--- config.mk ---
export PLATFORM = sky130hd
export DESIGN_NAME = omsr_regs
export DESIGN_NICKNAME = d
export VERILOG_FILES = /design/src/rtl/omsr_pkg.sv /design/src/rtl/omsr_regs.sv
export SDC_FILE = /design/constraint.sdc
export NUM_CORES = 1
export LEC_CHECK = 0
export CAP_MARGIN = 15
export CORE_ASPECT_RATIO = 0.8
export CORE_UTILIZATION = 38
export DETAILED_ROUTE_END_ITERATION = 7
export DONT_BUFFER_PORTS = 1
export SLEW_MARGIN = 5
export SYNTH_ARGS = -nofsm -noshare
export SYNTH_HDL_FRONTEND = slang
export SYNTH_SLANG_ARGS = --single-unit
--- constraint.sdc ---
create_clock -name clock -period 3.9 [get_ports clock]
set_input_delay 0.585 -clock clock [delete_from_list [all_inputs] [get_ports clock]]
set_output_delay 0.585 -clock clock [all_outputs]
set_load 0.005 [all_outputs]
--- src/rtl/omsr_pkg.sv ---
// package: shared constants and types of the optical motion sensor register bank
package omsr_pkg;
    // clock and timing
    localparam int unsigned CLK_PERIOD_NS = 4;        // 250 MHz system clock
    localparam int unsigned RESYNC_NS     = 1000;     // serial clock idle time that resyncs
    localparam int unsigned RESYNC_CYC    = (RESYNC_NS + CLK_PERIOD_NS - 1) / CLK_PERIOD_NS;
    localparam int unsigned LPT_TICK_US   = 1000;     // low power timer tick period
    localparam int unsigned LPT_TICK_CYC  = LPT_TICK_US * 1000 / CLK_PERIOD_NS;
    localparam int unsigned WAKE_NS       = 1000;     // wake pulse width on leaving sleep
    localparam int unsigned WAKE_CYC      = WAKE_NS / CLK_PERIOD_NS;

    // register addresses
    localparam logic [6:0] ADDR_ID_UPPER   = 7'h00;
    localparam logic [6:0] ADDR_ID_LOWER   = 7'h01;
    localparam logic [6:0] ADDR_MOVE_FLAGS = 7'h02;
    localparam logic [6:0] ADDR_X_DISP     = 7'h03;
    localparam logic [6:0] ADDR_Y_DISP     = 7'h04;
    localparam logic [6:0] ADDR_POWER_MODE = 7'h05;
    localparam logic [6:0] ADDR_SENSOR_CFG = 7'h06;
    localparam logic [6:0] ADDR_SURF_QUAL  = 7'h07;
    localparam logic [6:0] ADDR_ACTIVITY   = 7'h08;
    localparam logic [6:0] ADDR_WRITE_LOCK = 7'h09;
    localparam logic [6:0] ADDR_LIGHT_CFG  = 7'h0A;
    localparam logic [6:0] ADDR_ENTRY_DLY  = 7'h0B;
    localparam logic [6:0] ADDR_DEEP_CFG   = 7'h0C;
    localparam logic [6:0] ADDR_THRESHOLD  = 7'h0D;
    localparam logic [6:0] ADDR_RECOG_CTRL = 7'h0E;

    // reset values of the writable registers
    localparam logic [7:0] RST_POWER_MODE = 8'hB8;
    localparam logic [7:0] RST_SENSOR_CFG = 8'h04;
    localparam logic [7:0] RST_WRITE_LOCK = 8'h00;
    localparam logic [7:0] RST_LIGHT_CFG  = 8'h72;
    localparam logic [7:0] RST_ENTRY_DLY  = 8'h12;
    localparam logic [7:0] RST_DEEP_CFG   = 8'h92;
    localparam logic [7:0] RST_THRESHOLD  = 8'h0A;
    localparam logic [7:0] RST_RECOG_CTRL = 8'hE5;

    // field positions
    localparam int unsigned CFG_RES_LSB      = 0;     // resolution_select in sensor_config
    localparam int unsigned PMODE_LIGHT_BIT  = 4;     // light sleep enable
    localparam int unsigned PMODE_DEEP_BIT   = 3;     // deep sleep enable
    localparam int unsigned ENTRY_LIGHT_LSB  = 4;     // idle ticks before light sleep
    localparam int unsigned ENTRY_DEEP_LSB   = 0;     // idle ticks before deep sleep
    localparam int unsigned SER_RW_BIT       = 7;     // 1 = write in the address byte

    // serial port state
    typedef enum logic [1:0] {SER_ADDR, SER_WDATA, SER_RLOAD, SER_RDATA} omsr_ser_t;
    // power state
    typedef enum logic [1:0] {PWR_NORMAL, PWR_LIGHT, PWR_DEEP} omsr_pwr_t;

    // one motion report from the estimation engine
    typedef struct packed {
        logic signed [7:0] dx;       // x motion, two's complement
        logic signed [7:0] dy;       // y motion, two's complement
        logic [7:0]        quality;  // image quality of the frame
    } omsr_motion_t;
endpackage

--- src/rtl/omsr_regs.sv ---
// module: register bank, serial port slave and wake logic of the optical motion sensor
`timescale 1ns/1ps
`default_nettype none

module omsr_regs #(
    parameter logic [11:0] PRODUCT_IDENT = 12'hA5C,  // arbitrary value
    parameter logic [3:0]  RSVD_NIBBLE   = 4'h0,     // arbitrary value
    parameter int unsigned LPT_TICK_CYC  = omsr_pkg::LPT_TICK_CYC,
    parameter int unsigned RESYNC_CYC    = omsr_pkg::RESYNC_CYC,
    parameter int unsigned WAKE_CYC      = omsr_pkg::WAKE_CYC
) (
    input  wire logic                   clock,
    input  wire logic                   sys_rst,
    input  wire logic                   sclk,
    input  wire logic                   sdio_i,
    output logic                        sdio_o,
    output logic                        sdio_oe_n,
    output logic                        wake_motion_n,
    input  wire logic                   motion_valid,
    input  wire omsr_pkg::omsr_motion_t motion_sample,
    output logic [2:0]                  resolution_select,
    output logic [7:0]                  recognition_ctrl,
    output logic [7:0]                  light_sleep_cfg,
    output logic [7:0]                  deep_sleep_cfg,
    output logic                        light_sleep,
    output logic                        deep_sleep
);
    localparam int LPT_W  = $clog2(LPT_TICK_CYC + 1);
    localparam int IDLE_W = $clog2(RESYNC_CYC + 1);
    localparam int WAKE_W = $clog2(WAKE_CYC + 1);

    // address decode shared by write path and read multiplexer
    function automatic logic is_writable(input logic [6:0] a);
        case (a)
            omsr_pkg::ADDR_POWER_MODE, omsr_pkg::ADDR_SENSOR_CFG,
            omsr_pkg::ADDR_WRITE_LOCK, omsr_pkg::ADDR_LIGHT_CFG,
            omsr_pkg::ADDR_ENTRY_DLY,  omsr_pkg::ADDR_DEEP_CFG,
            omsr_pkg::ADDR_THRESHOLD,  omsr_pkg::ADDR_RECOG_CTRL: is_writable = 1'b1;
            default:                                              is_writable = 1'b0;
        endcase
    endfunction

    // default value of each writable register
    function automatic logic [7:0] rw_default(input logic [6:0] a);
        case (a)
            omsr_pkg::ADDR_POWER_MODE: rw_default = omsr_pkg::RST_POWER_MODE;
            omsr_pkg::ADDR_SENSOR_CFG: rw_default = omsr_pkg::RST_SENSOR_CFG;
            omsr_pkg::ADDR_WRITE_LOCK: rw_default = omsr_pkg::RST_WRITE_LOCK;
            omsr_pkg::ADDR_LIGHT_CFG:  rw_default = omsr_pkg::RST_LIGHT_CFG;
            omsr_pkg::ADDR_ENTRY_DLY:  rw_default = omsr_pkg::RST_ENTRY_DLY;
            omsr_pkg::ADDR_DEEP_CFG:   rw_default = omsr_pkg::RST_DEEP_CFG;
            omsr_pkg::ADDR_THRESHOLD:  rw_default = omsr_pkg::RST_THRESHOLD;
            omsr_pkg::ADDR_RECOG_CTRL: rw_default = omsr_pkg::RST_RECOG_CTRL;
            default:                   rw_default = 8'h00;
        endcase
    endfunction

    // ---------------- pin synchronisers ----------------
    logic sclk_m_q;      // first stage, read only by sclk_s_q
    logic sclk_s_q;      // synchronised serial clock
    logic sclk_p_q;      // previous value for edge detect
    logic sdio_m_q;      // first stage, read only by sdio_s_q
    logic sdio_s_q;      // synchronised data in
    logic sclk_rise;
    logic sclk_fall;

    // two flops per pin, third flop for edges
    always_ff @(posedge clock) begin
        if (sys_rst) begin
            sclk_m_q <= 1'b1;
            sclk_s_q <= 1'b1;
            sclk_p_q <= 1'b1;
            sdio_m_q <= 1'b0;
            sdio_s_q <= 1'b0;
        end else begin
            sclk_m_q <= sclk;
            sclk_s_q <= sclk_m_q;
            sclk_p_q <= sclk_s_q;
            sdio_m_q <= sdio_i;
            sdio_s_q <= sdio_m_q;
        end
    end

    // edges of the host clock
    always_comb begin
        sclk_rise = sclk_s_q & ~sclk_p_q;
        sclk_fall = ~sclk_s_q & sclk_p_q;
    end

    // ---------------- serial port slave ----------------
    omsr_pkg::omsr_ser_t ser_q, ser_d;     // transaction phase
    logic [2:0]          bit_q, bit_d;     // bit within byte
    logic [7:0]          shf_q, shf_d;     // shift register
    logic [6:0]          addr_q, addr_d;   // latched register address
    logic                sdo_q, sdo_d;     // data driven out
    logic                oe_n_q, oe_n_d;   // low while driving
    logic [IDLE_W-1:0]   idle_q, idle_d;   // cycles without a clock edge
    logic                wr_q, wr_d;       // one-cycle write strobe
    logic                rd_q, rd_d;       // one-cycle read strobe
    logic [7:0]          rd_data;          // read multiplexer

    // next state of the serial port
    always_comb begin
        ser_d  = ser_q;
        bit_d  = bit_q;
        shf_d  = shf_q;
        addr_d = addr_q;
        sdo_d  = sdo_q;
        oe_n_d = oe_n_q;
        wr_d   = 1'b0;
        rd_d   = 1'b0;
        idle_d = (sclk_rise | sclk_fall) ? '0 :
                 (idle_q == IDLE_W'(RESYNC_CYC)) ? idle_q : idle_q + 1'b1;
        case (ser_q)
            omsr_pkg::SER_ADDR: begin
                if (sclk_rise) begin
                    shf_d = {shf_q[6:0], sdio_s_q};
                    bit_d = bit_q + 3'd1;
                    if (bit_q == 3'd7) begin
                        addr_d = shf_d[6:0];
                        ser_d  = shf_d[omsr_pkg::SER_RW_BIT] ? omsr_pkg::SER_WDATA
                                                             : omsr_pkg::SER_RLOAD;
                    end
                end
            end
            omsr_pkg::SER_WDATA: begin
                if (sclk_rise) begin
                    shf_d = {shf_q[6:0], sdio_s_q};
                    bit_d = bit_q + 3'd1;
                    if (bit_q == 3'd7) begin
                        wr_d  = 1'b1;
                        ser_d = omsr_pkg::SER_ADDR;
                    end
                end
            end
            omsr_pkg::SER_RLOAD: begin
                shf_d  = rd_data;
                rd_d   = 1'b1;
                oe_n_d = 1'b0;
                ser_d  = omsr_pkg::SER_RDATA;
            end
            omsr_pkg::SER_RDATA: begin
                if (sclk_fall) begin
                    sdo_d = shf_q[7];
                    shf_d = {shf_q[6:0], 1'b0};
                end
                if (sclk_rise) begin
                    bit_d = bit_q + 3'd1;
                    if (bit_q == 3'd7) begin
                        oe_n_d = 1'b1;
                        ser_d  = omsr_pkg::SER_ADDR;
                    end
                end
            end
            default: ser_d = omsr_pkg::SER_ADDR;
        endcase
        // long idle with the clock high: drop any partial frame
        if (idle_q == IDLE_W'(RESYNC_CYC) && sclk_s_q) begin
            ser_d  = omsr_pkg::SER_ADDR;
            bit_d  = 3'd0;
            oe_n_d = 1'b1;
        end
    end

    // serial port registers
    always_ff @(posedge clock) begin
        if (sys_rst) begin
            ser_q  <= omsr_pkg::SER_ADDR;
            bit_q  <= 3'd0;
            shf_q  <= 8'h00;
            addr_q <= 7'h00;
            sdo_q  <= 1'b0;
            oe_n_q <= 1'b1;
            idle_q <= '0;
            wr_q   <= 1'b0;
            rd_q   <= 1'b0;
        end else begin
            ser_q  <= ser_d;
            bit_q  <= bit_d;
            shf_q  <= shf_d;
            addr_q <= addr_d;
            sdo_q  <= sdo_d;
            oe_n_q <= oe_n_d;
            idle_q <= idle_d;
            wr_q   <= wr_d;
            rd_q   <= rd_d;
        end
    end

    // ---------------- writable registers ----------------
    logic [7:0] cfg_q [5:14];   // indexed by address
    logic [7:0] cfg_d [5:14];

    // store host writes to writable addresses only
    always_comb begin
        for (int i = 5; i <= 14; i++) begin
            cfg_d[i] = cfg_q[i];
        end
        if (wr_q && is_writable(addr_q)) begin
            cfg_d[addr_q[3:0]] = shf_q;
        end
    end

    // defaults at reset
    always_ff @(posedge clock) begin
        if (sys_rst) begin
            for (int i = 5; i <= 14; i++) begin
                cfg_q[i] <= rw_default(7'(i));
            end
        end else begin
            for (int i = 5; i <= 14; i++) begin
                cfg_q[i] <= cfg_d[i];
            end
        end
    end

    // ---------------- motion accumulation ----------------
    logic signed [7:0] accx_q, accx_d;   // x displacement since last read
    logic signed [7:0] accy_q, accy_d;   // y displacement since last read
    logic              ovfx_q, ovfx_d;   // x_overflow_flag
    logic              ovfy_q, ovfy_d;   // y_overflow_flag
    logic [7:0]        qual_q, qual_d;   // surface quality
    logic              take;             // usable motion report
    logic              moved;            // motion pending for host
    logic [8:0]        sumx;
    logic [8:0]        sumy;

    // accumulate, saturate, clear on read; new motion beats the clear
    always_comb begin
        take   = motion_valid && (motion_sample.quality >= cfg_q[13])
                 && (motion_sample.dx != 8'sh00 || motion_sample.dy != 8'sh00);
        accx_d = (rd_q && addr_q == omsr_pkg::ADDR_X_DISP) ? 8'sh00 : accx_q;
        ovfx_d = (rd_q && addr_q == omsr_pkg::ADDR_X_DISP) ? 1'b0 : ovfx_q;
        accy_d = (rd_q && addr_q == omsr_pkg::ADDR_Y_DISP) ? 8'sh00 : accy_q;
        ovfy_d = (rd_q && addr_q == omsr_pkg::ADDR_Y_DISP) ? 1'b0 : ovfy_q;
        sumx   = {accx_d[7], accx_d} + {motion_sample.dx[7], motion_sample.dx};
        sumy   = {accy_d[7], accy_d} + {motion_sample.dy[7], motion_sample.dy};
        qual_d = motion_valid ? motion_sample.quality : qual_q;
        if (take) begin
            if (sumx[8] != sumx[7]) begin
                accx_d = sumx[8] ? 8'sh80 : 8'sh7F;
                ovfx_d = 1'b1;
            end else begin
                accx_d = sumx[7:0];
            end
            if (sumy[8] != sumy[7]) begin
                accy_d = sumy[8] ? 8'sh80 : 8'sh7F;
                ovfy_d = 1'b1;
            end else begin
                accy_d = sumy[7:0];
            end
        end
        moved = (accx_q != 8'sh00) || (accy_q != 8'sh00) || ovfx_q || ovfy_q;
    end

    // motion registers, flags clear at reset
    always_ff @(posedge clock) begin
        if (sys_rst) begin
            accx_q <= 8'sh00;
            accy_q <= 8'sh00;
            ovfx_q <= 1'b0;
            ovfy_q <= 1'b0;
            qual_q <= 8'h00;
        end else begin
            accx_q <= accx_d;
            accy_q <= accy_d;
            ovfx_q <= ovfx_d;
            ovfy_q <= ovfy_d;
            qual_q <= qual_d;
        end
    end

    // ---------------- low power timer and sleep ----------------
    omsr_pkg::omsr_pwr_t pwr_q, pwr_d;    // activity state
    logic [LPT_W-1:0]    lpt_q, lpt_d;    // low_power_timer prescaler
    logic [4:0]          tick_q, tick_d;  // idle ticks counted
    logic [WAKE_W-1:0]   wk_q, wk_d;      // wake pulse remaining
    logic                wake_n_q, wake_n_d;
    logic [1:0]          slp_q, slp_d;    // {deep, light} output flops
    logic                lpt_tick;
    logic [4:0]          light_lim;
    logic [4:0]          deep_lim;

    // sleep entry on idle ticks, exit on motion
    always_comb begin
        lpt_tick  = (lpt_q == LPT_W'(LPT_TICK_CYC - 1));
        lpt_d     = lpt_tick ? '0 : lpt_q + 1'b1;
        light_lim = {1'b0, cfg_q[11][omsr_pkg::ENTRY_LIGHT_LSB +: 4]} + 5'd1;
        deep_lim  = {1'b0, cfg_q[11][omsr_pkg::ENTRY_DEEP_LSB +: 4]} + 5'd1;
        pwr_d     = pwr_q;
        tick_d    = (lpt_tick && tick_q != 5'h1F) ? tick_q + 5'd1 : tick_q;
        wk_d      = (wk_q != '0) ? wk_q - 1'b1 : wk_q;
        case (pwr_q)
            omsr_pkg::PWR_NORMAL: begin
                if (take) begin
                    tick_d = 5'd0;
                end else if (cfg_q[5][omsr_pkg::PMODE_LIGHT_BIT] && tick_q >= light_lim) begin
                    pwr_d  = omsr_pkg::PWR_LIGHT;
                    tick_d = 5'd0;
                end
            end
            omsr_pkg::PWR_LIGHT, omsr_pkg::PWR_DEEP: begin
                if (take || !cfg_q[5][omsr_pkg::PMODE_LIGHT_BIT]) begin
                    pwr_d  = omsr_pkg::PWR_NORMAL;
                    tick_d = 5'd0;
                    wk_d   = WAKE_W'(WAKE_CYC);
                end else if (pwr_q == omsr_pkg::PWR_LIGHT && tick_q >= deep_lim
                             && cfg_q[5][omsr_pkg::PMODE_DEEP_BIT]) begin
                    pwr_d  = omsr_pkg::PWR_DEEP;
                    tick_d = 5'd0;
                end
            end
            default: pwr_d = omsr_pkg::PWR_NORMAL;
        endcase
        wake_n_d = ~(moved || wk_q != '0);
        slp_d    = {pwr_d == omsr_pkg::PWR_DEEP, pwr_d == omsr_pkg::PWR_LIGHT};
    end

    // power registers
    always_ff @(posedge clock) begin
        if (sys_rst) begin
            pwr_q    <= omsr_pkg::PWR_NORMAL;
            lpt_q    <= '0;
            tick_q   <= 5'd0;
            wk_q     <= '0;
            wake_n_q <= 1'b1;
            slp_q    <= 2'b00;
        end else begin
            pwr_q    <= pwr_d;
            lpt_q    <= lpt_d;
            tick_q   <= tick_d;
            wk_q     <= wk_d;
            wake_n_q <= wake_n_d;
            slp_q    <= slp_d;
        end
    end

    // ---------------- read multiplexer ----------------
    always_comb begin
        case (addr_q)
            omsr_pkg::ADDR_ID_UPPER:   rd_data = PRODUCT_IDENT[11:4];
            omsr_pkg::ADDR_ID_LOWER:   rd_data = {PRODUCT_IDENT[3:0], RSVD_NIBBLE};
            omsr_pkg::ADDR_MOVE_FLAGS: rd_data = {moved, 2'b00, ovfy_q, ovfx_q,
                                                  cfg_q[6][omsr_pkg::CFG_RES_LSB +: 3]};
            omsr_pkg::ADDR_X_DISP:     rd_data = accx_q;
            omsr_pkg::ADDR_Y_DISP:     rd_data = accy_q;
            omsr_pkg::ADDR_SURF_QUAL:  rd_data = qual_q;
            omsr_pkg::ADDR_ACTIVITY:   rd_data = {6'h00, pwr_q == omsr_pkg::PWR_DEEP,
                                                  pwr_q == omsr_pkg::PWR_LIGHT};
            default:                   rd_data = is_writable(addr_q) ? cfg_q[addr_q[3:0]] : 8'h00;
        endcase
    end

    // outputs, all straight from flops
    always_comb begin
        sdio_o            = sdo_q;
        sdio_oe_n         = oe_n_q;
        wake_motion_n     = wake_n_q;
        resolution_select = cfg_q[6][omsr_pkg::CFG_RES_LSB +: 3];
        recognition_ctrl  = cfg_q[14];
        light_sleep_cfg   = cfg_q[10];
        deep_sleep_cfg    = cfg_q[12];
        light_sleep       = slp_q[0];
        deep_sleep        = slp_q[1];
    end
endmodule // omsr_regs

`default_nettype wire

==> results of run 1 <==
==> synthesized netlist by cell type, types with 5 or more instances <==
cell type  instances  area share, %
a211oi_1          20            1.5
a21o_1             5           0.38
a21oi_1           46            2.3
a221oi_1           7           0.62
a311oi_1           5           0.44
a31oi_1            7           0.44
and2_1            18            1.1
and3_1             6           0.38
buf_2             11           0.56
buf_4              8           0.61
clkbuf_1          33            1.3
dfxtp_1          184             37
ha_1              53            6.7
inv_1             38            1.4
mux2_2            10            1.1
mux2i_1           98            9.9
mux4_2            14            3.2
nand2_1           96            3.7
nand2b_1          14           0.89
nand3_1           31            1.6
nand3b_1           5           0.38
nand4_1           15           0.95
nor2_1           135            5.1
nor2b_1           15           0.95
nor3_1            17           0.86
nor4_1            12           0.76
o21ai_0           44            2.2
o221ai_1           5           0.44
o22ai_1            7           0.44
or3_1              9           0.57
xnor2_1           19            1.7
xor2_1            22            2.0
==> routing by layer <==
layer	global-route usage, %	share of wire, %
met1	28.2	49
met2	29.1	43
met3	6.81	7.7
met4	4.75	1.1
met5	0	0
==> worst paths after layout <==
path | startpoint | to | depth (start not counted)
setup reg to reg | addr_q[1]$_SDFFE_PP0P_ | accy_q[2]$_SDFF_PP0_ | 11
hold / removal | sclk | sclk_m_q$_SDFF_PP1_ | 1
setup / recovery | addr_q[1]$_SDFFE_PP0P_ | accy_q[2]$_SDFF_PP0_ | 11
hold reg to reg | sdio_m_q$_SDFF_PP0_ | sdio_s_q$_SDFF_PP0_ | 1
==> sequential cells by signal, summed over array words and instances, names as in the netlist, 2 cells and up, named ones only <==
| name | cells |
|---|---|
| accy_q | 8 |
| addr_q | 7 |
| qual_q | 8 |
| cfg_q | 80 |
| shf_q | 8 |
| lpt_q | 18 |
| wk_q | 8 |
| accx_q | 8 |
| slp_q | 2 |
| tick_q | 5 |
| pwr_q | 2 |
| bit_q | 3 |
| idle_q | 8 |
| ser_q | 2 |
==> report_power, final <==
part           leakage (nW)  internal [mW]  switching, mW
clock network         0.283          0.884          0.836
logic                  1.99          0.249          0.300
registers              1.49           1.95         0.0765
==> metrics by stage <==
stage / power (mW) / hold slack (ns)
2_1_floorplan: 2.51 / 0.389
3_3_place_gp: 2.60 / 0.401
3_5_place_dp: 2.61 / 0.406
4_1_cts: 4.33 / 0.218
5_1_grt: 4.49 / 0.206
6_report: 4.29 / 0.244
==> layout make-up <==
cell class / instances / area [sq um]
multi-input combinational: 816 / 5780
clock buffer: 20 / 457
inverter: 39 / 146
timing repair buffer: 9 / 67.6
sequential: 184 / 3680
tap: 324 / 405
clock inverter: 12 / 121
fill: 2551 / 14700
==> worst register-to-register path, cell delays in order (launching register included) <==
cell and delay (ns):
dfxtp_1 0.48, nor2_1 0.20, nand4_1 0.35, nand2_1 0.27
inv_1 0.06, ha_1 0.29, a211oi_1 0.36, o21ai_0 0.19
a21oi_1 0.40, nor3_1 0.15, a311oi_4 0.43, a211oi_1 0.13
==> what timing repair did <==
item / 4_1_cts / 5_1_grt
endpoints found under the setup margin: 0 / 1
resized for setup: 0 / 1
hold buffers: 0 / 0
==> cell families (layout without fill, tap and decap cells) <==
| group | Yosys count | count (layout) | share of synthesized area, % |
|---|---|---|---|
| flip-flops | 184 | 184 | 37.3 |
| multiplexers | 122 | 122 | 14.3 |
| AND/OR/NAND/NOR | 403 | 403 | 20.2 |
| AO/OA/AOI/OAI | 195 | 195 | 13.3 |
| adder cells (fa/ha/maj) | 55 | 55 | 7.13 |
| XOR/XNOR | 41 | 41 | 3.64 |
| buffers and inverters | 95 | 80 | 4.13 |
==> flow_metrics.env, run 1 <==
export IMPL_drt_antenna_violating_nets=0
export IMPL_totalWireLength_mm=26.0
export IMPL_fin_crit_sh_pct=88.4
export IMPL_synth_flop_cell="dfxtp_1"
export IMPL_core_sq_um=25400
export IMPL_final_instance_count_excl_fill=1404
export IMPL_grt_pass1_wl_mm=41.4
export IMPL_fin_util_pct=42.0
export IMPL_crit_required_ns=4.21
export IMPL_drt_initial_drc_count=784
export IMPL_fin_ws_ns=0.453
export IMPL_avgSynthCellArea_sq_um=9.01
export IMPL_slew_headroom_pct=47.1
export IMPL_cts_clk_slew_worst_paths_ns=0.07
export IMPL_syn_inst=1095
export IMPL_antenna_found_initial=0
export IMPL_min_delay_path_class="input port to register"
export IMPL_outcome="complete, no violations"
export IMPL_period_needed_ns=3.45
export IMPL_path_cells="nor2_1 > nand4_1 > nand2_1 > inv_1 > ha_1 > a211oi_1 > o21ai_0 > a21oi_1 > nor3_1 > a311oi_4 > a211oi_1"
export IMPL_gr_usage_all_layers_pct=20.0
export IMPL_timing_reg2reg_setup_slack_ns=0.45
export IMPL_postSynthNetCount=1179
export IMPL_p_leak_nw=3.76
export IMPL_worst_slew_pin_slew_ns=0.793
export IMPL_mostFrequentLayoutCell="dfxtp_1"
export IMPL_critPathMaxFanout=14
export IMPL_setup_viol=0
export IMPL_cap_viol_max_count=0
export IMPL_ios=61
export IMPL_dr_pass1_iters=5
export IMPL_worst_setup_path_type="register to register"
export IMPL_pre_cts_ws_ns=0.422
export IMPL_startpoint_type="register"
export IMPL_mostFrequentLayoutCells="dfxtp_1 (184), nor2_1 (135), mux2i_1 (98)"
export IMPL_root_buffer="clkbuf_16"
export IMPL_synth_warning_count=0
export IMPL_rsz0062_at_grt="no"
export IMPL_critPathCaptureType="register"
export IMPL_start_util_pct=38.9
export IMPL_n_antenna_cell=0
export IMPL_vdd_drop_max_mv=0.314
export IMPL_wl_per_cell_um=18.5
export IMPL_dp_hpwl_mm=18.8
export IMPL_grt_max_degree=134
export IMPL_placedCellCount=1372
export IMPL_finalHoldViolCount=0
export IMPL_io_buffers=0
export IMPL_avgViaCountPerCell=5.57
export IMPL_synth_edf_count=0
export IMPL_fin_nets=1151
export IMPL_cts_made_buffers=17
export IMPL_clock_sinks=184
export IMPL_path_delay_family="compound AO/OA/AOI/OAI gates"
export IMPL_crit_arrival_ns=3.76
export IMPL_routed_via_count=7825
export IMPL_cpMostUsedCell="a211oi_1"
export IMPL_gp_congestion=0.902
export IMPL_drv_slew=0
export IMPL_die_area_sq_um=26600
export IMPL_cp_buffers_inverters=1
export IMPL_cts_setup_buffers=0
export IMPL_dpl_cell_area_sq_um=10100
export IMPL_ys_seq_elements=184
export IMPL_rows=52
export IMPL_cts_tree="done"
export IMPL_drive_above_1_share_pct=8.24
export IMPL_cts_max_path_buffers=2
export IMPL_drc_errors=0
export IMPL_max_stage_delay_ns=0.48
export IMPL_clock_latency_ns=0.45
export IMPL_cp_slowest_cell="dfxtp_1"
export IMPL_ys_seq_area_share_pct=37.3
export IMPL_grt_overflow_total=0
export IMPL_fmax_ghz=0.290
export IMPL_syn_cell_area_sq_um=9870
export IMPL_design_area_sq_um=10700
export IMPL_die_h_um=146
export IMPL_power_density_nw_per_um2=403
export IMPL_clock_skew_ns=0.0150
export IMPL_grt_pass1_vias=7305
export IMPL_cts_htree_levels=4
export IMPL_async_flop_share_pct=0
export IMPL_die_w_um=182
export IMPL_fin_setup_tns_ns=0
export IMPL_yosysUniqueCellTypes=77
export IMPL_area_delta_synth_final_pct=8.07
No activity file was read; power rests on OpenSTA's default activity.
==> run 2, diff against run 1 <==
Settings changed: CORE_ASPECT_RATIO 0.8 to unset, CORE_MARGIN set to 4.
==> run 2 against run 1 <==
  * Die area is 7.5% higher
  * Design area rose by 0.14%
  * Hold slack worse by 0.017 ns
  * Largest power group unchanged
  * Sequential power about the same
  * Critical path depth up 2
  * Sequential share of layout area about the same
  * Combinational power down 1%
  * Global-route usage is 2.2 points lower
==> flow_metrics.env, run 2 (synthesis results as in run 1) <==
export IMPL_die_w_um=169
export IMPL_die_area_sq_um=28600
export IMPL_startpoint_type="register"
export IMPL_worst_setup_path_type="register to register"
export IMPL_whs_path_depth=1
export IMPL_slew_headroom_pct=43.1
export IMPL_rows=58
export IMPL_setup_viol=0
export IMPL_p_leak_nw=3.77
export IMPL_totalWireLength_mm=25.4
export IMPL_cts_max_path_buffers=2
export IMPL_critPathCaptureType="register"
export IMPL_io_buffers=0
export IMPL_antenna_found_initial=0
export IMPL_cts_resized_gates=0
export IMPL_ctsHoldBuffers=0
export IMPL_routed_via_count=7770
export IMPL_fmax_ghz=0.287
export IMPL_cts_tree="done"
export IMPL_core_sq_um=25300
export IMPL_regToRegEndpoint="accx_q[1]$_SDFF_PP0_"
export IMPL_dp_hpwl_mm=18.5
export IMPL_drt_antenna_violating_nets=0
export IMPL_gp_congestion=0.879
export IMPL_clock_skew_ns=0.00930
export IMPL_start_util_pct=39.0
export IMPL_r2r_start="addr_q[4]$_SDFFE_PP0P_"
export IMPL_area_delta_synth_final_pct=8.22
export IMPL_cts_made_buffers=17
export IMPL_grt_max_degree=134
export IMPL_rsz0062_at_grt="no"
export IMPL_gr_usage_all_layers_pct=17.7
export IMPL_cts_setup_buffers=0
export IMPL_worstRegToRegCells=13
export IMPL_dr_pass1_iters=6
export IMPL_vdd_drop_max_mv=0.274
export IMPL_power_density_nw_per_um2=402
export IMPL_grt_pass1_vias=7285
export IMPL_largest_register_ffs=80
export IMPL_cap_viol_max_count=0
export IMPL_die_h_um=169
export IMPL_reg_top3="cfg_q x80, lpt_q x18"
export IMPL_ios=61
export IMPL_root_buffer="clkbuf_16"
export IMPL_finalHoldViolCount=0
export IMPL_n_antenna_cell=0
export IMPL_fin_setup_tns_ns=0
export IMPL_holdPathEnd="sdio_m_q$_SDFF_PP0_"
export IMPL_drc_errors=0
export IMPL_drive_above_1_share_pct=8.33
export IMPL_wl_per_cell_um=18.0
export IMPL_min_delay_path_class="input port to register"
export IMPL_mostFrequentLayoutCell="dfxtp_1"
export IMPL_mostFrequentLayoutCells="dfxtp_1 (184), nor2_1 (135), mux2i_1 (98)"
export IMPL_pre_cts_ws_ns=0.427
export IMPL_outcome="complete, no violations"
export IMPL_clock_latency_ns=0.43
export IMPL_multi_input_area_sq_um=5770
export IMPL_seq_area_sq_um=3680
export IMPL_grt_overflow_total=0
export IMPL_hp_start="sys_rst"
export IMPL_crit_required_ns=4.25
export IMPL_fin_nets=1152
export IMPL_drv_slew=0
export IMPL_worst_slew_pin_slew_ns=0.852
export IMPL_avgViaCountPerCell=5.51
export IMPL_grt_pass1_wl_mm=40.7
export IMPL_fin_crit_sh_pct=89.3
export IMPL_fill_cells=2495
export IMPL_fin_ws_ns=0.418
export IMPL_cts_htree_levels=4
export IMPL_period_needed_ns=3.48
export IMPL_crit_arrival_ns=3.83
export IMPL_cts_clk_slew_worst_paths_ns=0.07
export IMPL_top_register="cfg_q"
export IMPL_clock_sinks=184
export IMPL_timing_reg2reg_setup_slack_ns=0.42
export IMPL_critPathMaxFanout=16
export IMPL_drt_initial_drc_count=537
export IMPL_fin_util_pct=42.2
run 2: report_power, final:
| group | switching [mW] | leakage, nW | internal (mW) |
|---|---|---|---|
| clock network | 0.816 | 0.288 | 0.909 |
| registers | 0.0752 | 1.49 | 1.95 |
| logic | 0.293 | 1.99 | 0.249 |
run 2: worst max path at each step:
stage	depth (start not counted)	end	slack, ns	startpoint
6_report	13	accx_q[1]$_SDFF_PP0_	0.42	addr_q[4]$_SDFFE_PP0P_
5_1_grt	13	accx_q[2]$_SDFF_PP0_	0.01	addr_q[4]$_SDFFE_PP0P_
4_1_cts	13	accx_q[1]$_SDFF_PP0_	0.38	addr_q[4]$_SDFFE_PP0P_
3_5_place_dp	13	accx_q[1]$_SDFF_PP0_	0.43	addr_q[4]$_SDFFE_PP0P_
3_3_place_gp	13	accx_q[2]$_SDFF_PP0_	0.53	addr_q[4]$_SDFFE_PP0P_
2_1_floorplan	17	accx_q[1]$_SDFF_PP0_	0.81	addr_q[2]$_SDFFE_PP0P_
run 2: routing by layer:
metal / share of wire (%) / routed length, um / global-route usage [%]
met1: 46 / 11700 / 24.4
met2: 46 / 11700 / 27.7
met3: 5.9 / 1490 / 4.59
met4: 2.1 / 539 / 5.15
met5: 0 / 0 / 0
run 2: layout make-up:
class                           instances  share of cell area [%]
Timing Repair Buffer                   10                   0.703
Clock buffer                           17                    3.98
Multi-Input combinational cell        816                    54.1
Inverter                               39                    1.37
Sequential cell                       184                    34.5
Tap cell                              330                    3.87
Clock inverter                         15                    1.49
run 2: stage by stage:
| stage | power, mW | std cells | hold slack (ns) | cell area, sq um |
|---|---|---|---|---|
| final | 4.29 | 1411 | 0.227 | 10700 |
| after global routing | 4.51 | 1411 | 0.211 | 10700 |
| after CTS | 4.34 | 1410 | 0.215 | 10700 |
| after detailed placement | 2.60 | 1378 | 0.421 | 10100 |
| after global placement | 2.60 | 1378 | 0.420 | 10100 |
| after floorplan | 2.51 | 1095 | 0.389 | 9870 |
run 2: critical path: stages, from the launching register on:
cell and delay (ns):
dfxtp_1 0.35, nor3_4 0.31, nand3_1 0.14, nor2_1 0.15
nand2_1 0.31, nand2_1 0.27, inv_1 0.06, ha_1 0.27
a21oi_1 0.25, o211ai_2 0.18, and4b_1 0.21, a31oi_1 0.49
nand2b_1 0.15, a221oi_2 0.25
==> run 3, diff against run 2 <==
Settings changed: RECOVER_POWER set to 50.
==> run 3 against run 2 <==
  * Critical path depth stayed put
  * First-iteration DRC count grew 4.8%
  * Fmax rose by 0.17%
  * Total power hardly changed
  * Clock power about the same
  * The flow now finishes with violations (capacitance limit, slew limit)
  * Core utilization decreased by 0.22 points
  * Hold slack barely moved
  * Critical endpoint unchanged
  * Largest power group unchanged
  * Highest routed layer unchanged
  * Combinational power about the same
  * Clock skew about the same
  * Wire length hardly changed
  * Flip-flop and latch count did not move
==> flow_metrics.env, run 3 (synthesis results as in run 1) <==
export IMPL_finalHoldViolCount=0
export IMPL_rows=58
export IMPL_mostFrequentLayoutCells="dfxtp_1 (184), nor2_1 (138), mux2i_1 (98)"
export IMPL_io_buffers=0
export IMPL_regToRegEndpoint="accx_q[1]$_SDFF_PP0_"
export IMPL_setup_viol=0
export IMPL_cts_resized_gates=0
export IMPL_hp_start="sys_rst"
export IMPL_drt_antenna_violating_nets=0
export IMPL_cap_viol_max_count=1
export IMPL_crit_arrival_ns=3.82
export IMPL_antenna_found_initial=0
export IMPL_wl_per_cell_um=18.0
export IMPL_worstRegToRegCells=13
export IMPL_timing_reg2reg_setup_slack_ns=0.42
export IMPL_gp_congestion=0.879
export IMPL_period_needed_ns=3.48
export IMPL_whs_path_depth=1
export IMPL_worst_setup_path_type="register to register"
export IMPL_gr_usage_all_layers_pct=17.7
export IMPL_ios=61
export IMPL_area_delta_synth_final_pct=7.65
export IMPL_drc_errors=0
export IMPL_start_util_pct=39.0
export IMPL_placedCellCount=1378
export IMPL_core_sq_um=25300
export IMPL_cts_made_buffers=17
export IMPL_critPathCaptureType="register"
export IMPL_crit_start="addr_q[4]$_SDFFE_PP0P_"
export IMPL_routed_via_count=7725
export IMPL_grt_pass1_vias=7285
export IMPL_grt_pass1_wl_mm=40.7
export IMPL_totalWireLength_mm=25.5
export IMPL_critPathMaxFanout=16
export IMPL_die_area_sq_um=28600
export IMPL_drv_slew=10
export IMPL_die_w_um=169
export IMPL_vdd_drop_max_mv=0.274
export IMPL_fin_util_pct=41.9
export IMPL_outcome="finished, violations left"
export IMPL_reg_top3="cfg_q x80, lpt_q x18"
export IMPL_power_density_nw_per_um2=404
export IMPL_die_h_um=169
export IMPL_cts_clk_slew_worst_paths_ns=0.07
export IMPL_finalPower_mw=4.29
export IMPL_slew_headroom_pct=-18.1
export IMPL_avgViaCountPerCell=5.47
export IMPL_dp_hpwl_mm=18.5
export IMPL_fmax_ghz=0.288
export IMPL_largest_register_ffs=80
export IMPL_final_instance_count_excl_fill=1411
export IMPL_cts_setup_buffers=0
export IMPL_drive_above_1_share_pct=7.49
export IMPL_hold_ws_ns=0.227
export IMPL_drt_initial_drc_count=563
export IMPL_fill_cells=2506
export IMPL_ctsHoldBuffers=0
export IMPL_violations="capacitance limit, slew limit"
export IMPL_crit_required_ns=4.25
export IMPL_n_antenna_cell=0
export IMPL_fin_nets=1152
export IMPL_grt_max_degree=134
export IMPL_worst_slew_pin_slew_ns=1.76
export IMPL_min_delay_path_class="input port to register"
export IMPL_top_register="cfg_q"
export IMPL_clock_sinks=184
export IMPL_grt_overflow_total=0
export IMPL_rsz0062_at_grt="no"
export IMPL_holdPathEnd="sdio_m_q$_SDFF_PP0_"
export IMPL_fin_crit_sh_pct=89.1
export IMPL_dr_pass1_iters=5
export IMPL_p_leak_nw=3.77
export IMPL_mostFrequentLayoutCell="dfxtp_1"
export IMPL_clock_latency_ns=0.43
export IMPL_cts_max_path_buffers=2
export IMPL_clock_skew_ns=0.00915
export IMPL_root_buffer="clkbuf_16"
export IMPL_r2r_start="addr_q[4]$_SDFFE_PP0P_"
export IMPL_cts_htree_levels=4
export IMPL_fin_setup_tns_ns=0
export IMPL_cts_tree="done"
export IMPL_startpoint_type="register"
==> run 3: through the flow <==
stage	setup slack, ns	area (sq um)
floorplan	0.808	9870
global placement	0.534	10100
detailed placement	0.427	10100
CTS	0.375	10700
global route	0.0137	10600
finish	0.424	10600
==> run 3: worst max path at each step <==
stage,slack [ns],to,cells past startpoint
after global placement,0.53,accx_q[2]$_SDFF_PP0_,13
after CTS,0.38,accx_q[1]$_SDFF_PP0_,13
after detailed placement,0.43,accx_q[1]$_SDFF_PP0_,13
final,0.42,accx_q[1]$_SDFF_PP0_,13
after global routing,0.01,accx_q[2]$_SDFF_PP0_,13
after floorplan,0.81,accx_q[1]$_SDFF_PP0_,17
==> run 3: power by group <==
part           internal (mW)  switching (mW)
combinational          0.249           0.293
sequential              1.95          0.0753
clock                  0.909           0.816
==> run 3: cell type report <==
| cell class | instances | area [sq um] | share of cell area [%] |
|---|---|---|---|
| flip-flops and latches | 184 | 3680 | 34.7 |
| clock inverters | 15 | 159 | 1.50 |
| clock buffers | 17 | 425 | 4.01 |
| repair buffers | 10 | 67.6 | 0.636 |
| multi-input cells | 816 | 5730 | 53.9 |
| well taps | 330 | 413 | 3.89 |
| inverters | 39 | 146 | 1.38 |
==> run 3: worst max-delay path, cell delays in order (launching register included) <==
cell and delay [ns]:
dfxtp_1 0.35, nor3_4 0.31, nand3_1 0.14, nor2_1 0.15, nand2_1 0.31, nand2_1 0.27, inv_1 0.06, ha_1 0.27
a21oi_1 0.24, o211ai_2 0.18, and4b_1 0.21, a31oi_1 0.50, nand2b_1 0.15, a221oi_2 0.25
==> run 3: layer usage <==
metal | global-route usage [%] | part of all wire (%)
met1 | 24.4 | 46
met2 | 27.7 | 46
met3 | 4.59 | 5.9
met4 | 5.15 | 2.1
met5 | 0 | 0
